**config.mk**
```make
export PLATFORM = sky130hd
export DESIGN_NAME = load_adaptive_current_loop
export DESIGN_NICKNAME = d
export VERILOG_FILES = /design/src/atc_pkg.sv /design/src/load_adaptive_current_loop.sv
export VERILOG_INCLUDE_DIRS = /design/src
export SDC_FILE = /design/constraint.sdc
export NUM_CORES = 1
export LEC_CHECK = 0
export ABC_AREA = 1
export BUFFER_PORTS_ARGS = -buffer_cell sky130_fd_sc_hd__buf_2
export CAP_MARGIN = 20
export CORE_UTILIZATION = 49
export CTS_BUF_LIST = sky130_fd_sc_hd__clkbuf_8
export CTS_CLUSTER_DIAMETER = 150
export DETAILED_ROUTE_END_ITERATION = 10
export HOLD_SLACK_MARGIN = 0.02
export PLACE_DENSITY = 0.74
export SYNTH_ARGS = -nofsm -noshare
export SYNTH_HDL_FRONTEND = slang
export SYNTH_SLANG_ARGS = --single-unit
```
**constraint.sdc**
```tcl
create_clock -name CLK -period 8.6 [get_ports CLK]
set_clock_uncertainty 0.2 [all_clocks]
set_input_delay 2.58 -clock CLK [delete_from_list [all_inputs] [get_ports CLK]]
set_output_delay 2.58 -clock CLK [all_outputs]
set_load 0.005 [all_outputs]
```
**src/atc_consts.svh**
```systemverilog
`ifndef ATC_CONSTS_SVH
`define ATC_CONSTS_SVH

// ----------------------------------------
// Register byte offsets
// ----------------------------------------
`define REG_CTRL 8'h00
`define REG_BAND 8'h04
`define REG_LIMIT 8'h08
`define REG_GAIN 8'h0C
`define REG_LOOP 8'h10
`define REG_STATUS 8'h14
`define REG_IRQ_STAT 8'h18
`define REG_IRQ_MASK 8'h1C
`define REG_LCONST 8'h20
`define REG_LSCALED 8'h24

// ----------------------------------------
// Field positions
// ----------------------------------------
`define F_EN 0
`define F_VS 1
`define F_LO8 7:0
`define F_HI8 15:8
`define F_DGAIN 11:8
`define F_DISC 15:12
`define F_AVG 2:0
`define F_HOLD 6:4
`define F_OVF 16
`define F_UNF 17
`define F_LC 10:0

// ----------------------------------------
// Reset values and codes
// ----------------------------------------
`define RST_BAND 8'h00
`define RST_FLOOR 8'h00
`define RST_CEIL 8'hFF
`define RST_PGAIN 8'h01
`define RST_DGAIN 4'h0
`define RST_DISC 4'h0
`define RST_AVG 3'h0
`define RST_HOLD 3'h1
`define RST_THR 8'h00
`define RST_CMD 8'h80
`define AVG_2 3'b010
`define AVG_4 3'b100
`define AVG_8 3'b111
`define HOLD_MAX 3'h7

`endif

```
**src/atc_pkg.sv**
```systemverilog
package atc_pkg;
  // Sequencer of one half-cycle evaluation
  typedef enum logic [1:0] {
    ST_IDLE = 2'b00,
    ST_AVG = 2'b01,
    ST_EVAL = 2'b11
  } loop_state_t;
  typedef logic [7:0] level_t;
endpackage : atc_pkg

```
**src/load_adaptive_current_loop.sv**
```systemverilog
`timescale 1ns/1ps
`include "atc_consts.svh"
module load_adaptive_current_loop import atc_pkg::*; (
  input wire logic CLK,
  input wire logic NRST,
  input wire logic CE,
  input wire logic PSEL,
  input wire logic PENABLE,
  input wire logic PWRITE,
  input wire logic [7:0] PADDR,
  input wire logic [31:0] PWDATA,
  output logic [31:0] PRDATA,
  output logic PREADY,
  output logic PSLVERR,
  input wire logic HALF_CYCLE,
  input wire logic [7:0] LOAD_SAMPLE,
  input wire logic [7:0] SUPPLY_LEVEL,
  output logic [7:0] CURRENT_CMD,
  output logic BAND_OVERFLOW,
  output logic BAND_UNDERFLOW,
  output logic IRQ
);

  // ----------------------------------------
  // Reset and pin synchronisers
  // ----------------------------------------
  logic rst_s1; // First reset stage
  logic rst_n; // Released reset
  logic hc_s1, hc_s2, hc_d; // Half-cycle strobe chain
  logic [7:0] load_s1, load_s2; // Load sample sync
  logic [7:0] sup_s1, sup_s2; // Supply level sync
  logic hc_rise; // Start of half-cycle

  // Reset asserts at once, releases after two edges
  always_ff @(posedge CLK or negedge NRST) begin
    if (!NRST) begin
      rst_s1 <= 1'b0;
      rst_n <= 1'b0;
    end else begin
      rst_s1 <= 1'b1;
      rst_n <= rst_s1;
    end
  end

  // Two flops per pin; multi-bit inputs must be quasi-static
  always_ff @(posedge CLK or negedge rst_n) begin
    if (!rst_n) begin
      hc_s1 <= 1'b0;
      hc_s2 <= 1'b0;
      hc_d <= 1'b0;
      load_s1 <= 8'h00;
      load_s2 <= 8'h00;
      sup_s1 <= 8'h00;
      sup_s2 <= 8'h00;
    end else if (CE) begin
      hc_s1 <= HALF_CYCLE;
      hc_s2 <= hc_s1;
      hc_d <= hc_s2;
      load_s1 <= LOAD_SAMPLE;
      load_s2 <= load_s1;
      sup_s1 <= SUPPLY_LEVEL;
      sup_s2 <= sup_s1;
    end
  end

  assign hc_rise = hc_s2 & ~hc_d;

  // ----------------------------------------
  // Configuration registers
  // ----------------------------------------
  logic en, vs; // Loop enable, supply scaling
  level_t upper, lower; // Band limits
  level_t floor_lim, ceil_lim; // Current limits
  level_t proportional_gain; // Proportional gain
  logic [3:0] derivative_gain; // Derivative gain
  logic [3:0] disc; // Error LSBs dropped
  logic [2:0] avg; // Averaging code
  logic [2:0] hold; // Half-cycles between changes
  level_t thr; // Derivative threshold
  logic [10:0] lconst; // Learned load constant
  logic [1:0] irq_stat, irq_mask; // Sticky events, mask
  logic wr_take; // Write completes now

  // Write lands at the edge where the master sees pready
  assign wr_take = PSEL & PENABLE & PWRITE & PREADY;

  // Software-owned fields
  always_ff @(posedge CLK or negedge rst_n) begin
    if (!rst_n) begin
      en <= 1'b0;
      vs <= 1'b0;
      upper <= `RST_BAND;
      lower <= `RST_BAND;
      floor_lim <= `RST_FLOOR;
      ceil_lim <= `RST_CEIL;
      proportional_gain <= `RST_PGAIN;
      derivative_gain <= `RST_DGAIN;
      disc <= `RST_DISC;
      avg <= `RST_AVG;
      hold <= `RST_HOLD;
      thr <= `RST_THR;
      lconst <= 11'h000;
      irq_mask <= 2'h0;
    end else if (CE && wr_take) begin
      if (PADDR == `REG_CTRL) begin
        en <= PWDATA[`F_EN];
        vs <= PWDATA[`F_VS];
      end else if (PADDR == `REG_BAND) begin
        upper <= PWDATA[`F_LO8];
        lower <= PWDATA[`F_HI8];
      end else if (PADDR == `REG_LIMIT) begin
        floor_lim <= PWDATA[`F_LO8];
        ceil_lim <= PWDATA[`F_HI8];
      end else if (PADDR == `REG_GAIN) begin
        proportional_gain <= PWDATA[`F_LO8];
        derivative_gain <= PWDATA[`F_DGAIN];
        disc <= PWDATA[`F_DISC];
      end else if (PADDR == `REG_LOOP) begin
        avg <= PWDATA[`F_AVG];
        hold <= PWDATA[`F_HOLD];
        thr <= PWDATA[`F_HI8];
      end else if (PADDR == `REG_IRQ_MASK) begin
        irq_mask <= PWDATA[1:0];
      end else if (PADDR == `REG_LCONST) begin
        lconst <= PWDATA[`F_LC];
      end
    end
  end

  // ----------------------------------------
  // Load count averaging
  // ----------------------------------------
  level_t hist [0:7]; // Last eight samples
  logic [10:0] psum [0:7]; // Running partial sums
  level_t count_sel; // Averaged count, combinational
  level_t load_count; // Count of this half-cycle

  // Shift history and build partial sums per entry
  genvar gi;
  generate
    for (gi = 0; gi < 8; gi++) begin : g_hist
      always_ff @(posedge CLK or negedge rst_n) begin
        if (!rst_n) begin
          hist[gi] <= 8'h00;
        end else if (CE && hc_rise) begin
          hist[gi] <= (gi == 0) ? load_s2 : hist[(gi == 0) ? 0 : gi - 1];
        end
      end
      if (gi == 0) begin : g_first
        assign psum[gi] = {3'h0, hist[gi]};
      end else begin : g_rest
        assign psum[gi] = psum[gi - 1] + {3'h0, hist[gi]};
      end
    end
  endgenerate

  // Average length picked by code; codes other than 2, 4 and 7 pass raw
  always_comb begin
    if (avg == `AVG_2) begin
      count_sel = psum[1][8:1];
    end else if (avg == `AVG_4) begin
      count_sel = psum[3][9:2];
    end else if (avg == `AVG_8) begin
      count_sel = psum[7][10:3];
    end else begin
      count_sel = hist[0];
    end
  end

  // ----------------------------------------
  // Supply scaling
  // ----------------------------------------
  level_t sup_ref; // Supply when scaling armed
  logic signed [8:0] delta; // Supply drift
  logic signed [9:0] up_sum; // Shifted upper limit
  level_t eff_upper; // Upper limit in use
  logic signed [11:0] lc_sum; // Shifted constant
  logic [10:0] lc_scaled; // Constant in use

  // Reference follows supply until scaling is switched on
  always_ff @(posedge CLK or negedge rst_n) begin
    if (!rst_n) begin
      sup_ref <= 8'h00;
    end else if (CE && !vs) begin
      sup_ref <= sup_s2;
    end
  end

  // Offset tracking; upper limit saturated, constant forced to zero when the sum sets bit 11; cheaper than a divider
  always_comb begin
    delta = $signed({1'b0, sup_s2}) - $signed({1'b0, sup_ref});
    up_sum = $signed({2'h0, upper}) + {delta[8], delta};
    lc_sum = $signed({1'b0, lconst}) + {{3{delta[8]}}, delta};
    if (!vs) begin
      eff_upper = upper;
      lc_scaled = lconst;
    end else begin
      eff_upper = up_sum[9] ? 8'h00 : (up_sum[8] ? 8'hFF : up_sum[7:0]);
      lc_scaled = lc_sum[11] ? 11'h000 : lc_sum[10:0];
    end
  end

  // ----------------------------------------
  // PD correction
  // ----------------------------------------
  loop_state_t st; // Evaluation sequencer
  level_t lim_lo; // Floor, never above ceiling
  logic over, under; // Count outside band
  logic signed [8:0] err_raw, err, prev_err; // Error terms
  logic signed [9:0] de, de_mag; // Error change
  logic use_d; // Derivative active
  logic signed [17:0] pterm; // Proportional product
  logic signed [14:0] dterm; // Derivative product
  logic signed [18:0] u, adj; // Correction, steered
  logic signed [19:0] s; // Unclamped command
  level_t next_cmd; // Clamped command
  logic [2:0] hold_eff, hold_cnt; // Gap setting, counter
  logic hold_ok, apply; // Change allowed, taken
  level_t cmd; // Current command

  // Ceiling wins if limits are programmed crossed
  assign lim_lo = (floor_lim > ceil_lim) ? ceil_lim : floor_lim;
  assign over = load_count > eff_upper;
  assign under = !over && (load_count < lower);
  assign hold_eff = (hold == 3'h0) ? 3'h1 : hold;
  assign hold_ok = ({1'b0, hold_cnt} + 4'h1) >= {1'b0, hold_eff};

  always_comb begin
    // Signed distance past the crossed limit
    if (over) begin
      err_raw = $signed({1'b0, load_count}) - $signed({1'b0, eff_upper});
    end else if (under) begin
      err_raw = $signed({1'b0, load_count}) - $signed({1'b0, lower});
    end else begin
      err_raw = 9'sh000;
    end
    err = err_raw >>> disc;
    de = {err[8], err} - {prev_err[8], prev_err};
    de_mag = de[9] ? -de : de;
    use_d = de_mag > $signed({2'h0, thr});
    pterm = $signed({1'b0, proportional_gain}) * err;
    dterm = $signed({1'b0, derivative_gain}) * de;
    u = {pterm[17], pterm} + (use_d ? {{4{dterm[14]}}, dterm} : 19'sh00000);
    // Never move against the band side that was crossed
    if (over) begin
      adj = (u > 19'sh00000) ? u : 19'sh00001;
    end else begin
      adj = (u < 19'sh00000) ? u : -19'sh00001;
    end
    s = $signed({12'h000, cmd}) + {adj[18], adj};
    if (s > $signed({12'h000, ceil_lim})) begin
      next_cmd = ceil_lim;
    end else if (s < $signed({12'h000, lim_lo})) begin
      next_cmd = lim_lo;
    end else begin
      next_cmd = s[7:0];
    end
  end

  // Changes only when outside band and gap elapsed
  assign apply = (st == ST_EVAL) && en && (err != 9'sh000) && hold_ok;

  // One pass per half-cycle: shift, average, evaluate
  always_ff @(posedge CLK or negedge rst_n) begin
    if (!rst_n) begin
      st <= ST_IDLE;
    end else if (CE) begin
      case (st)
        ST_IDLE: st <= hc_rise ? ST_AVG : ST_IDLE;
        ST_AVG: st <= ST_EVAL;
        ST_EVAL: st <= ST_IDLE;
        default: st <= ST_IDLE;
      endcase
    end
  end

  // Count latched once per half-cycle
  always_ff @(posedge CLK or negedge rst_n) begin
    if (!rst_n) begin
      load_count <= 8'h00;
    end else if (CE && st == ST_AVG) begin
      load_count <= count_sel;
    end
  end

  // Previous error and gap counter
  always_ff @(posedge CLK or negedge rst_n) begin
    if (!rst_n) begin
      prev_err <= 9'sh000;
      hold_cnt <= 3'h0;
    end else if (CE && st == ST_EVAL) begin
      prev_err <= err;
      if (apply) begin
        hold_cnt <= 3'h0;
      end else if (hold_cnt != `HOLD_MAX) begin
        hold_cnt <= hold_cnt + 3'h1;
      end
    end
  end

  // Command: full ceiling when off, kept inside limits when on
  always_ff @(posedge CLK or negedge rst_n) begin
    if (!rst_n) begin
      cmd <= `RST_CMD;
    end else if (CE) begin
      if (!en) begin
        cmd <= ceil_lim;
      end else if (apply) begin
        cmd <= next_cmd;
      end else if (cmd > ceil_lim) begin
        cmd <= ceil_lim;
      end else if (cmd < lim_lo) begin
        cmd <= lim_lo;
      end
    end
  end

  // ----------------------------------------
  // Flags and interrupt
  // ----------------------------------------
  // Band flags reflect the latest evaluation
  always_ff @(posedge CLK or negedge rst_n) begin
    if (!rst_n) begin
      BAND_OVERFLOW <= 1'b0;
      BAND_UNDERFLOW <= 1'b0;
    end else if (CE && st == ST_EVAL) begin
      BAND_OVERFLOW <= over;
      BAND_UNDERFLOW <= under;
    end
  end

  // Sticky events, write one to clear; a new event wins
  always_ff @(posedge CLK or negedge rst_n) begin
    if (!rst_n) begin
      irq_stat <= 2'h0;
    end else if (CE) begin
      irq_stat <= (irq_stat & ~((wr_take && PADDR == `REG_IRQ_STAT) ? PWDATA[1:0] : 2'h0))
                  | ((st == ST_EVAL) ? {under, over} : 2'h0);
    end
  end

  always_ff @(posedge CLK or negedge rst_n) begin
    if (!rst_n) begin
      IRQ <= 1'b0;
      CURRENT_CMD <= `RST_CMD;
    end else if (CE) begin
      IRQ <= |(irq_stat & irq_mask);
      CURRENT_CMD <= cmd;
    end
  end

  // ----------------------------------------
  // APB slave
  // ----------------------------------------
  logic [31:0] next_rdata; // Read mux
  logic next_err; // Unmapped address

  // Decode; unmapped or misaligned answers with an error
  always_comb begin
    next_rdata = 32'h00000000;
    next_err = 1'b0;
    if (PADDR == `REG_CTRL) begin
      next_rdata = {30'h00000000, vs, en};
    end else if (PADDR == `REG_BAND) begin
      next_rdata = {16'h0000, lower, upper};
    end else if (PADDR == `REG_LIMIT) begin
      next_rdata = {16'h0000, ceil_lim, floor_lim};
    end else if (PADDR == `REG_GAIN) begin
      next_rdata = {16'h0000, disc, derivative_gain, proportional_gain};
    end else if (PADDR == `REG_LOOP) begin
      next_rdata = {16'h0000, thr, 1'b0, hold, 1'b0, avg};
    end else if (PADDR == `REG_STATUS) begin
      next_rdata = {14'h0000, BAND_UNDERFLOW, BAND_OVERFLOW, load_count, cmd};
    end else if (PADDR == `REG_IRQ_STAT) begin
      next_rdata = {30'h00000000, irq_stat};
    end else if (PADDR == `REG_IRQ_MASK) begin
      next_rdata = {30'h00000000, irq_mask};
    end else if (PADDR == `REG_LCONST) begin
      next_rdata = {21'h000000, lconst};
    end else if (PADDR == `REG_LSCALED) begin
      next_rdata = {21'h000000, lc_scaled};
    end else begin
      next_err = 1'b1;
    end
  end

  // One wait state: ready in the second access cycle
  always_ff @(posedge CLK or negedge rst_n) begin
    if (!rst_n) begin
      PREADY <= 1'b0;
      PRDATA <= 32'h00000000;
      PSLVERR <= 1'b0;
    end else if (CE) begin
      PREADY <= PSEL & PENABLE & ~PREADY;
      if (PSEL && PENABLE && !PREADY) begin
        PRDATA <= PWRITE ? 32'h00000000 : next_rdata;
        PSLVERR <= next_err;
      end else begin
        PSLVERR <= 1'b0;
      end
    end
  end
endmodule : load_adaptive_current_loop

```
Word level (Yosys, flattened, before mapping):

Index checks and enable logic that the tools add are counted.
Widths: inputs -> output; s select.

* $add $sub $neg: 18
* $mul: 2
* $lt $le $gt $ge: 11
* equality and inequality tests: 16
* shifts and indexed selects: 1
* muxes and demuxes: 51
* bitwise logic cells: 17
* reductions and logical operators: 31

Operators with widths (count)
* $mux 18: 6
* $mux 8: 13
* $mux 19: 4
* $mux 11: 6
* $add 11x8->11: 4
* $eq 8x5->1 const B: 4
* $mux 32: 1
* $sub 8x8->9: 3
* $gt 8x8->1: 3
* $add 9x19->20: 1
* $gt 20x9->1: 1
* $lt 20x9->1: 1
* $add 19x19->19: 1
* $gt 19x1->1 const B: 1
* $lt 19x1->1 const B: 1
* $mul 9x9->18: 1
* $mux 9: 2
* $eq 8x4->1 const B: 2
* $eq 8x6->1 const B: 2
* $lt 8x8->1: 2
* $mul 5x10->15: 1
* $add 11x12->12: 1
* $logic_and 1x1->1: 12
* $mux 1: 12
* 41 further kinds: 62

* register bits: 263
* input bits: 63
* output and inout port bits: 45
* logic and storage cells: 192

Longest topological paths before layout:

Gate-level depths: netlist (run 1).

* word-level depth: 26
* depth in mapped cells: 108

Worst setup path before layout (run 1):

OpenSTA, ideal clock, no wires.

* path kind: register to register
* from: register sup_s2[0]
* to: register cmd[7]
* library setup time: 68 ps
* arrival: 13838 ps
* data required time: 8332 ps
* slack: -5506 ps
* cell stages (with the launch flop): 101
* path buffers: 1
* clock period less this slack: 14106 ps
* cell sequence: dfrtp_1 inv_1 ha_1 fa_1 inv_1 fa_1 nand2_1 inv_1 o21ai_0 nand2_1 a21oi_1 o21bai_1 nand2_1 inv_1 or2_2 a21oi_1 xor2_1 o21ai_0 (+65 left out) nor2_1 o21ai_0 a21oi_1 o21bai_1 nand2_1 nand2_1 nand4_2 nor2_4 nand3_2 o21ai_4 nand2_2 o21ai_2 nand3_4 nand2_4 nand3_1 nand2_1 nand2_1 a21oi_2

* word-level cells in the longest chain between the ends: 26
* elaborated cells on any way between the ends: 37
* those cells by class: add/sub (7); mul (2); order compare (6); eq/ne (1); shift (1); mux (14); reduce/logical (6)

RTL lines
* start, declared: RTL line load_adaptive_current_loop.sv:31 `logic [7:0] sup_s1, sup_s2;`
* start signal, assigned: RTL line load_adaptive_current_loop.sv:62 `sup_s2 <= sup_s1;`
* $sub 8x8->9 (*): RTL line load_adaptive_current_loop.sv:191 `delta = $signed({1'b0, sup_s2}) - $signed({1'b0, sup_ref});`
* $add 9x9->10 (*): RTL line load_adaptive_current_loop.sv:192 `up_sum = $signed({2'h0, upper}) + {delta[8], delta};`
* $mux 8: RTL line load_adaptive_current_loop.sv:198 `eff_upper = up_sum[9] ? 8'h00 : (up_sum[8] ? 8'hFF : up_sum[7:0]);`
* $mux 8 (*): RTL line load_adaptive_current_loop.sv:198
* $mux 8 (*): RTL line load_adaptive_current_loop.sv:194 `if (!vs) begin`
* $gt 8x8->1: RTL line load_adaptive_current_loop.sv:223 `assign over = load_count > eff_upper;`
* $logic_not 1->1: RTL line load_adaptive_current_loop.sv:224 `assign under = !over && (load_count < lower);`
* $logic_and 1x1->1: RTL line load_adaptive_current_loop.sv:224
* (+3 left out)
* net err[8]: RTL line load_adaptive_current_loop.sv:209 `logic signed [8:0] err_raw, err, prev_err;`
* (+7 left out)
* $mux 19, on equally long branches: RTL line load_adaptive_current_loop.sv:248, load_adaptive_current_loop.sv:246
* $mux 19: RTL line load_adaptive_current_loop.sv:245 `if (over) begin`
* $add 9x19->20: RTL line load_adaptive_current_loop.sv:250 `s = $signed({12'h000, cmd}) + {adj[18], adj};`
* $lt 20x9->1: RTL line load_adaptive_current_loop.sv:253 `end else if (s < $signed({12'h000, lim_lo})) begin`
* $mux 8: RTL line load_adaptive_current_loop.sv:253
* $mux 8: RTL line load_adaptive_current_loop.sv:251 `if (s > $signed({12'h000, ceil_lim})) begin`
* $mux 8: RTL line load_adaptive_current_loop.sv:308 `end else if (apply) begin`
* $mux 8: RTL line load_adaptive_current_loop.sv:306 `if (!en) begin`
* end signal, assigned: RTL line load_adaptive_current_loop.sv:307 `cmd <= ceil_lim;`
* end signal, assigned: RTL line load_adaptive_current_loop.sv:309 `cmd <= next_cmd;`
* end signal, assigned: RTL line load_adaptive_current_loop.sv:311 `cmd <= ceil_lim;`
* end, declared: RTL line load_adaptive_current_loop.sv:219 `level_t cmd;`

Mark *: on every way through the listed nets, which the timed path passes. The rest lies on a longest branch.
A chain may end at the register's enable or synchronous reset.

Worst setup path in the final report (run 1):

* from: register sup_ref[0]
* to: register cmd[0]

* word-level cells in the longest chain between the ends: 26
* elaborated cells on any way between the ends: 37
* those cells by class: add/sub (7); mul (2); order compare (6); eq/ne (1); shift (1); mux (14); reduce/logical (6)

RTL lines
* start, declared: RTL line load_adaptive_current_loop.sv:173 `level_t sup_ref;`
* start signal, assigned: RTL line load_adaptive_current_loop.sv:185 `sup_ref <= sup_s2;`
* $sub 8x8->9 (*): RTL line load_adaptive_current_loop.sv:191
* $add 9x9->10 (*): RTL line load_adaptive_current_loop.sv:192
* $mux 8: RTL line load_adaptive_current_loop.sv:198
* $mux 8 (*): RTL line load_adaptive_current_loop.sv:198
* $mux 8 (*): RTL line load_adaptive_current_loop.sv:194
* $gt 8x8->1: RTL line load_adaptive_current_loop.sv:223
* $logic_not 1->1: RTL line load_adaptive_current_loop.sv:224
* $logic_and 1x1->1: RTL line load_adaptive_current_loop.sv:224
* (+3 left out)
* net err[8]: RTL line load_adaptive_current_loop.sv:209
* (+7 left out)
* $mux 19, on equally long branches: RTL line load_adaptive_current_loop.sv:248, load_adaptive_current_loop.sv:246
* $mux 19: RTL line load_adaptive_current_loop.sv:245
* $add 9x19->20: RTL line load_adaptive_current_loop.sv:250
* $lt 20x9->1: RTL line load_adaptive_current_loop.sv:253
* $mux 8: RTL line load_adaptive_current_loop.sv:253
* $mux 8: RTL line load_adaptive_current_loop.sv:251
* $mux 8: RTL line load_adaptive_current_loop.sv:308
* $mux 8: RTL line load_adaptive_current_loop.sv:306

Marks and branches as above.

==> impl_metrics.toml, run 1 <==
[sta]
fmax_ghz = 0.0700
hold_violations = 0
worstMarginPinSlew_ns = 1.09
setup_viol = 8
drv_slew = 0
rsz0062_at_grt = "true"
finalCriticalPeriod_ns = 14.29
period_share_pct = 166
hold-worst-slack_ns = 0.154
relSlewSlack_pct = 26.9
fin_ws_ns = -5.69

[routing]
drcViolationCount = 0
vias_per_cell = 5.29
ant_nets = 0
routedWlPerCell_um = 16.4
dr.first_iter.drc_count = 1788
wl_mm = 68.2
dr.pass1.iters = 6
via_count = 22100

[logic_synthesis]
synth_edf_count = 0
synthCells = 3083
syn_area_per_cell_um2 = 7.39
synthTopCellsByCount = "nand2_1, inv_1, o21ai_0"
synth_top_area_share_pct = 26.0
syn_area_um2 = 22800
async_flop_share_pct = 100
ys_warn_count = 0
synth_seq_area_share_pct = 27.4
synth_seq_cells = 249
synth.most_common_cell = "nand2_1"
ys.flop_type = "dfrtp_1"
synth.distinct_cells = 65
ys_top_cells_by_area = "dfrtp_1, ha_1, nand2_1"
yosysTopAreaCell = "dfrtp_1"

[clocking]
cts_hold_buf = 0
clk_path_buf_depth = 3
h-tree-depth = 2
cts_buffers = 45
cts.clk_slew.worst_paths_ns = 0.06
cts_root_buf = "clkbuf_8"
insertion_delay_ns = 0.59
cts_tree = "built"
clock_sinks = 249

[placed_design]
hpwlAfterDp_mm = 50.6
place_congestion = 0.972
portBuffers = 77

[worst_setup_path]
required_ns = 8.89
cpMostUsedCell = "nand2_1"
path_max_fanout = 8
cp-start-kind = "register"
crit_slowest_cell = "fa_2"
path_class = "register to register"
slowest_delay_ns = 0.56
endpoint_kind = "register"
rrSetupSlack_ns = -5.69
crit_arrival_ns = 14.58

[cells_and_area]
drive_gt1_share_pct = 25.5
multi_input_area_um2 = 15600
fin_nets = 3942
regArea_um2 = 6250
area_delta_synth_final_pct = 28.3
nFillCells = 3890
post-route-util_pct = 64.0

[floorplanning]
start_util_pct = 49.9
ios = 108
coreArea_um2 = 45700
dieArea_um2 = 47400
die_x_um = 218
rows = 78
die_y_um = 218

[outcome]
status = "finished, violations left"
violations = "setup timing"

[global_route]
grt_pass1_wl_mm = 108
grt_max_degree = 127
antenna_found_initial = 1
first_global_vias = 21100
grtUsageTotal_pct = 28.6
grt_overflow = 0

[worst_hold_path]
hold_path.class = "register to register"

[flow_run]
cap_violations = 0
## cells by family (layout without fill, tap and decap cells)
kind of cell / Yosys count / in the layout / synth area share [%]
compound gates: 582 / 583 / 14.2
mux: 8 / 8 / 0.395
other cells: 2 / 17 / 0.0329
fa+ha+maj: 344 / 344 / 22.3
xor+xnor: 70 / 70 / 2.69
simple gates: 1178 / 1180 / 21.8
flops: 249 / 249 / 27.4
buf+inv: 650 / 1121 / 11.1
## final cells by class
type / instances / area share, %
Antenna cell: 2 / 0.0171
Clock buffer: 66 / 3.11
Clock inverter: 16 / 0.526
Inverter: 569 / 7.37
Multi-Input combinational cell: 2200 / 53.2
Sequential cell: 249 / 21.4
Tap cell: 600 / 2.57
Timing Repair Buffer: 470 / 11.8
## stage by stage
stage	std cells	TNS, ns	worst slack (ns)	cell area (µm²)
floorplan	3096	-39.09	-4.90	23200
global placement	4012	-42.30	-5.31	26400
detailed placement	4012	-44.47	-5.57	26400
CTS	4134	-41.27	-5.18	28000
global route	4171	-52.55	-6.58	29200
finish	4172	-45.35	-5.69	29200
## sequential cells by signal (all words and copies together), names as in the netlist, 9 cells and up
register and flops:
hist 64, prev_err 9, lconst 11, PRDATA 18
## worst max-delay path, delay by kind of cell (launching register included)
family / cells / cell delay (ns)
AOI/OAI and AO/OA: 16 / 2.35
xor gates and xnor gates: 1 / 0.11
adders and majority gates: 11 / 3.51
buffers and inverters: 28 / 2.65
DFF: 1 / 0.41
and+or+nand+nor: 48 / 4.93
## repair_timing
item | 4_1_cts | 5_1_grt
gates resized for setup | 63 | 216
cloned | 3 | 0
pin swaps | 101 | 156
endpoints found under the setup margin | 8 | 8
setup buffers | 37 | 36
## per-layer routing
| metal | global-route usage [%] | vias to the layer above | part of all wire (%) |
|---|---|---|---|
| li1 | - | 10700 | - |
| met1 | 39.1 | 10400 | 43 |
| met2 | 46.5 | 797 | 46 |
| met3 | 4.64 | 161 | 7.8 |
| met4 | 8.62 | 0 | 3.1 |
| met5 | 0 | - | 0 |
## layout by cell type (no fill, tap or decap), drive strengths merged, types with 22 or more instances in the layout
master,count
nor3,34
clkbuf,66
nand4,22
buf,470
nand3,125
fa,104
a21oi,211
nand2,702
o21ai,280
ha,240
inv,570
nor2,270
dfrtp,237
xnor2,28
xor2,42
## worst paths after layout
| path | from | to | depth (start not counted) |
|---|---|---|---|
| min in group asynchronous | rst_n | cmd[3] | 0 |
| hold reg to reg | rst_s1 | rst_n | 0 |
| hold / removal | rst_s1 | rst_n | 0 |
| setup reg to reg | sup_ref[0] | cmd[0] | 104 |
| max in group asynchronous | NRST | rst_n | 1 |
| setup / recovery | sup_ref[0] | cmd[0] | 104 |
Power of run 1 is not shown: default switching activity piles up to over one toggle a cycle in this logic, so the estimate is an artifact.
==> run 2, diff against run 1 <==
--- a/config.mk
+++ b/config.mk
@@ -7,14 +7,14 @@
 export NUM_CORES = 1
 export LEC_CHECK = 0
 export ABC_AREA = 1
-export BUFFER_PORTS_ARGS = -buffer_cell sky130_fd_sc_hd__buf_2
 export CAP_MARGIN = 20
 export CORE_UTILIZATION = 49
 export CTS_BUF_LIST = sky130_fd_sc_hd__clkbuf_8
 export CTS_CLUSTER_DIAMETER = 150
 export DETAILED_ROUTE_END_ITERATION = 10
+export DONT_BUFFER_PORTS = 1
 export HOLD_SLACK_MARGIN = 0.02
-export PLACE_DENSITY = 0.74
+export PLACE_DENSITY = 0.72
 export SYNTH_ARGS = -nofsm -noshare
 export SYNTH_HDL_FRONTEND = slang
 export SYNTH_SLANG_ARGS = --single-unit
==> run 2 against run 1 <==
The flow still finishes with violations (setup timing). Sequential share of layout area up 0.43 points. Fmax up 1.9%. Sequential cell count unchanged. Wire length up 4.4%. Non-clock buffer count down 51. Critical path depth down 13. Setup slack better by 0.26 ns. Via count up 0.19%. Critical path type unchanged.
==> impl_metrics.toml, run 2 (synthesis gave the netlist of run 1 again) <==
[worst_setup_path]
slowest_delay_ns = 0.54
path_class = "register to register"
crit_arrival_ns = 14.36
cpMostUsedCell = "nand2_1"
cp-start-kind = "register"
path_max_fanout = 8
endpoint_kind = "register"
crit_slowest_cell = "fa_2"
required_ns = 8.93

[cells_and_area]
area_delta_synth_final_pct = 25.8
regMostFlops = "hist"
diodes = 0
drive_gt1_share_pct = 23.5
reg_top3 = "hist x64, PRDATA x18, lconst x11"
final_common_cell = "nand2_1"
fin_nets = 3890
post-route-util_pct = 62.8
final_cell_mix = "nand2_1, inv_1, buf_4"
largest_reg_flops = 64

[routing]
via_count = 22100
wl_mm = 71.3
routedWlPerCell_um = 17.3
vias_per_cell = 5.37
dr.first_iter.drc_count = 1714
ant_nets = 0
dr.pass1.iters = 6
drcViolationCount = 0

[worst_hold_path]
hold_path.class = "register to asynchronous set/reset pin"

[sta]
relSlewSlack_pct = 26.9
setup_viol = 8
rsz0062_at_grt = "true"
fmax_ghz = 0.0713
period_share_pct = 163
fin_ws_ns = -5.43
finalCriticalPeriod_ns = 14.03
hold_violations = 0
drv_slew = 0
worstMarginPinSlew_ns = 1.09

[floorplanning]
dieArea_um2 = 47400
die_y_um = 218
die_x_um = 218
start_util_pct = 49.9
rows = 78
ios = 108
coreArea_um2 = 45700

[flow_run]
cap_violations = 0

[placed_design]
hpwlAfterDp_mm = 55.3
place_congestion = 0.997
portBuffers = 0
pre_cts_ws_ns = -5.78

[clocking]
cts_root_buf = "clkbuf_8"
insertion_delay_ns = 0.61
cts_tree = "built"
cts_buffers = 44
cts.clk_slew.worst_paths_ns = 0.07
h-tree-depth = 2
clock_sinks = 249
cts_hold_buf = 0
clk_path_buf_depth = 3

[global_route]
antenna_found_initial = 1
first_global_vias = 22300
grt_max_degree = 80
grt_overflow = 0
grt_pass1_wl_mm = 115
grtUsageTotal_pct = 30.7

[outcome]
violations = "setup timing"
status = "finished, violations left"
[run 2: critical path: cells and delay by family (launching register included)]
family | cells | cell delay [ns]
buffers and inverters | 14 | 1.01
adder cells (fa/ha/maj) | 14 | 4.71
flip-flops | 1 | 0.42
AO/OA/AOI/OAI | 25 | 3.22
AND/OR/NAND/NOR | 35 | 3.78
XOR/XNOR | 3 | 0.60
[run 2: worst paths after layout]
check	start	endpoint	slack [ns]	cells after the start
max reg2reg	sup_ref[0]	cmd[1]	-5.43	91
min reg2reg	rst_n	CURRENT_CMD[6]	0.03	0
min in group CLK	rst_s1	rst_n	0.17	0
max in group asynchronous	rst_n	avg[1]	6.55	2
max	sup_ref[0]	cmd[1]	-5.43	91
min	rst_n	CURRENT_CMD[6]	0.03	0
[run 2: final cells by class]
type                       instances  area, µm²
clock buffer                      52        716
timing repair buffer             419       3260
inverter                         569       2160
tap                              600        751
multi-input combinational       2200      15300
sequential                       249       6250
clock inverter                    28        195
fill                            3981      17000
[run 2: per-layer routing]
metal | wire (µm) | global-route usage, % | up-vias
li1 | - | - | 10600
met3 | 5680 | 6.50 | 165
met5 | 13 | 0 | -
met1 | 30300 | 39.8 | 10600
met2 | 32900 | 51.1 | 777
met4 | 2390 | 9.67 | 2
[run 2: timing repair]
action | in CTS | in global routing
setup buffers | 59 | 17
gates resized for setup | 135 | 93
endpoints found under the setup margin | 8 | 8
pin swaps | 152 | 107
gates cloned | 3 | 0
[run 2: per-stage QoR]
stage / cell area (µm²) / hold WS, ns / TNS, ns / cells
after CTS: 28100 / 0.0445 / -41.12 / 4098
after global placement: 26100 / 0.0369 / -43.16 / 3957
final: 28700 / 0.0259 / -43.31 / 4117
after floorplan: 23200 / 0.131 / -39.09 / 3096
after detailed placement: 26100 / 0.0446 / -46.11 / 3957
after global routing: 28700 / 0.0675 / -50.34 / 4117
Power of run 2 is left out for the same reason.
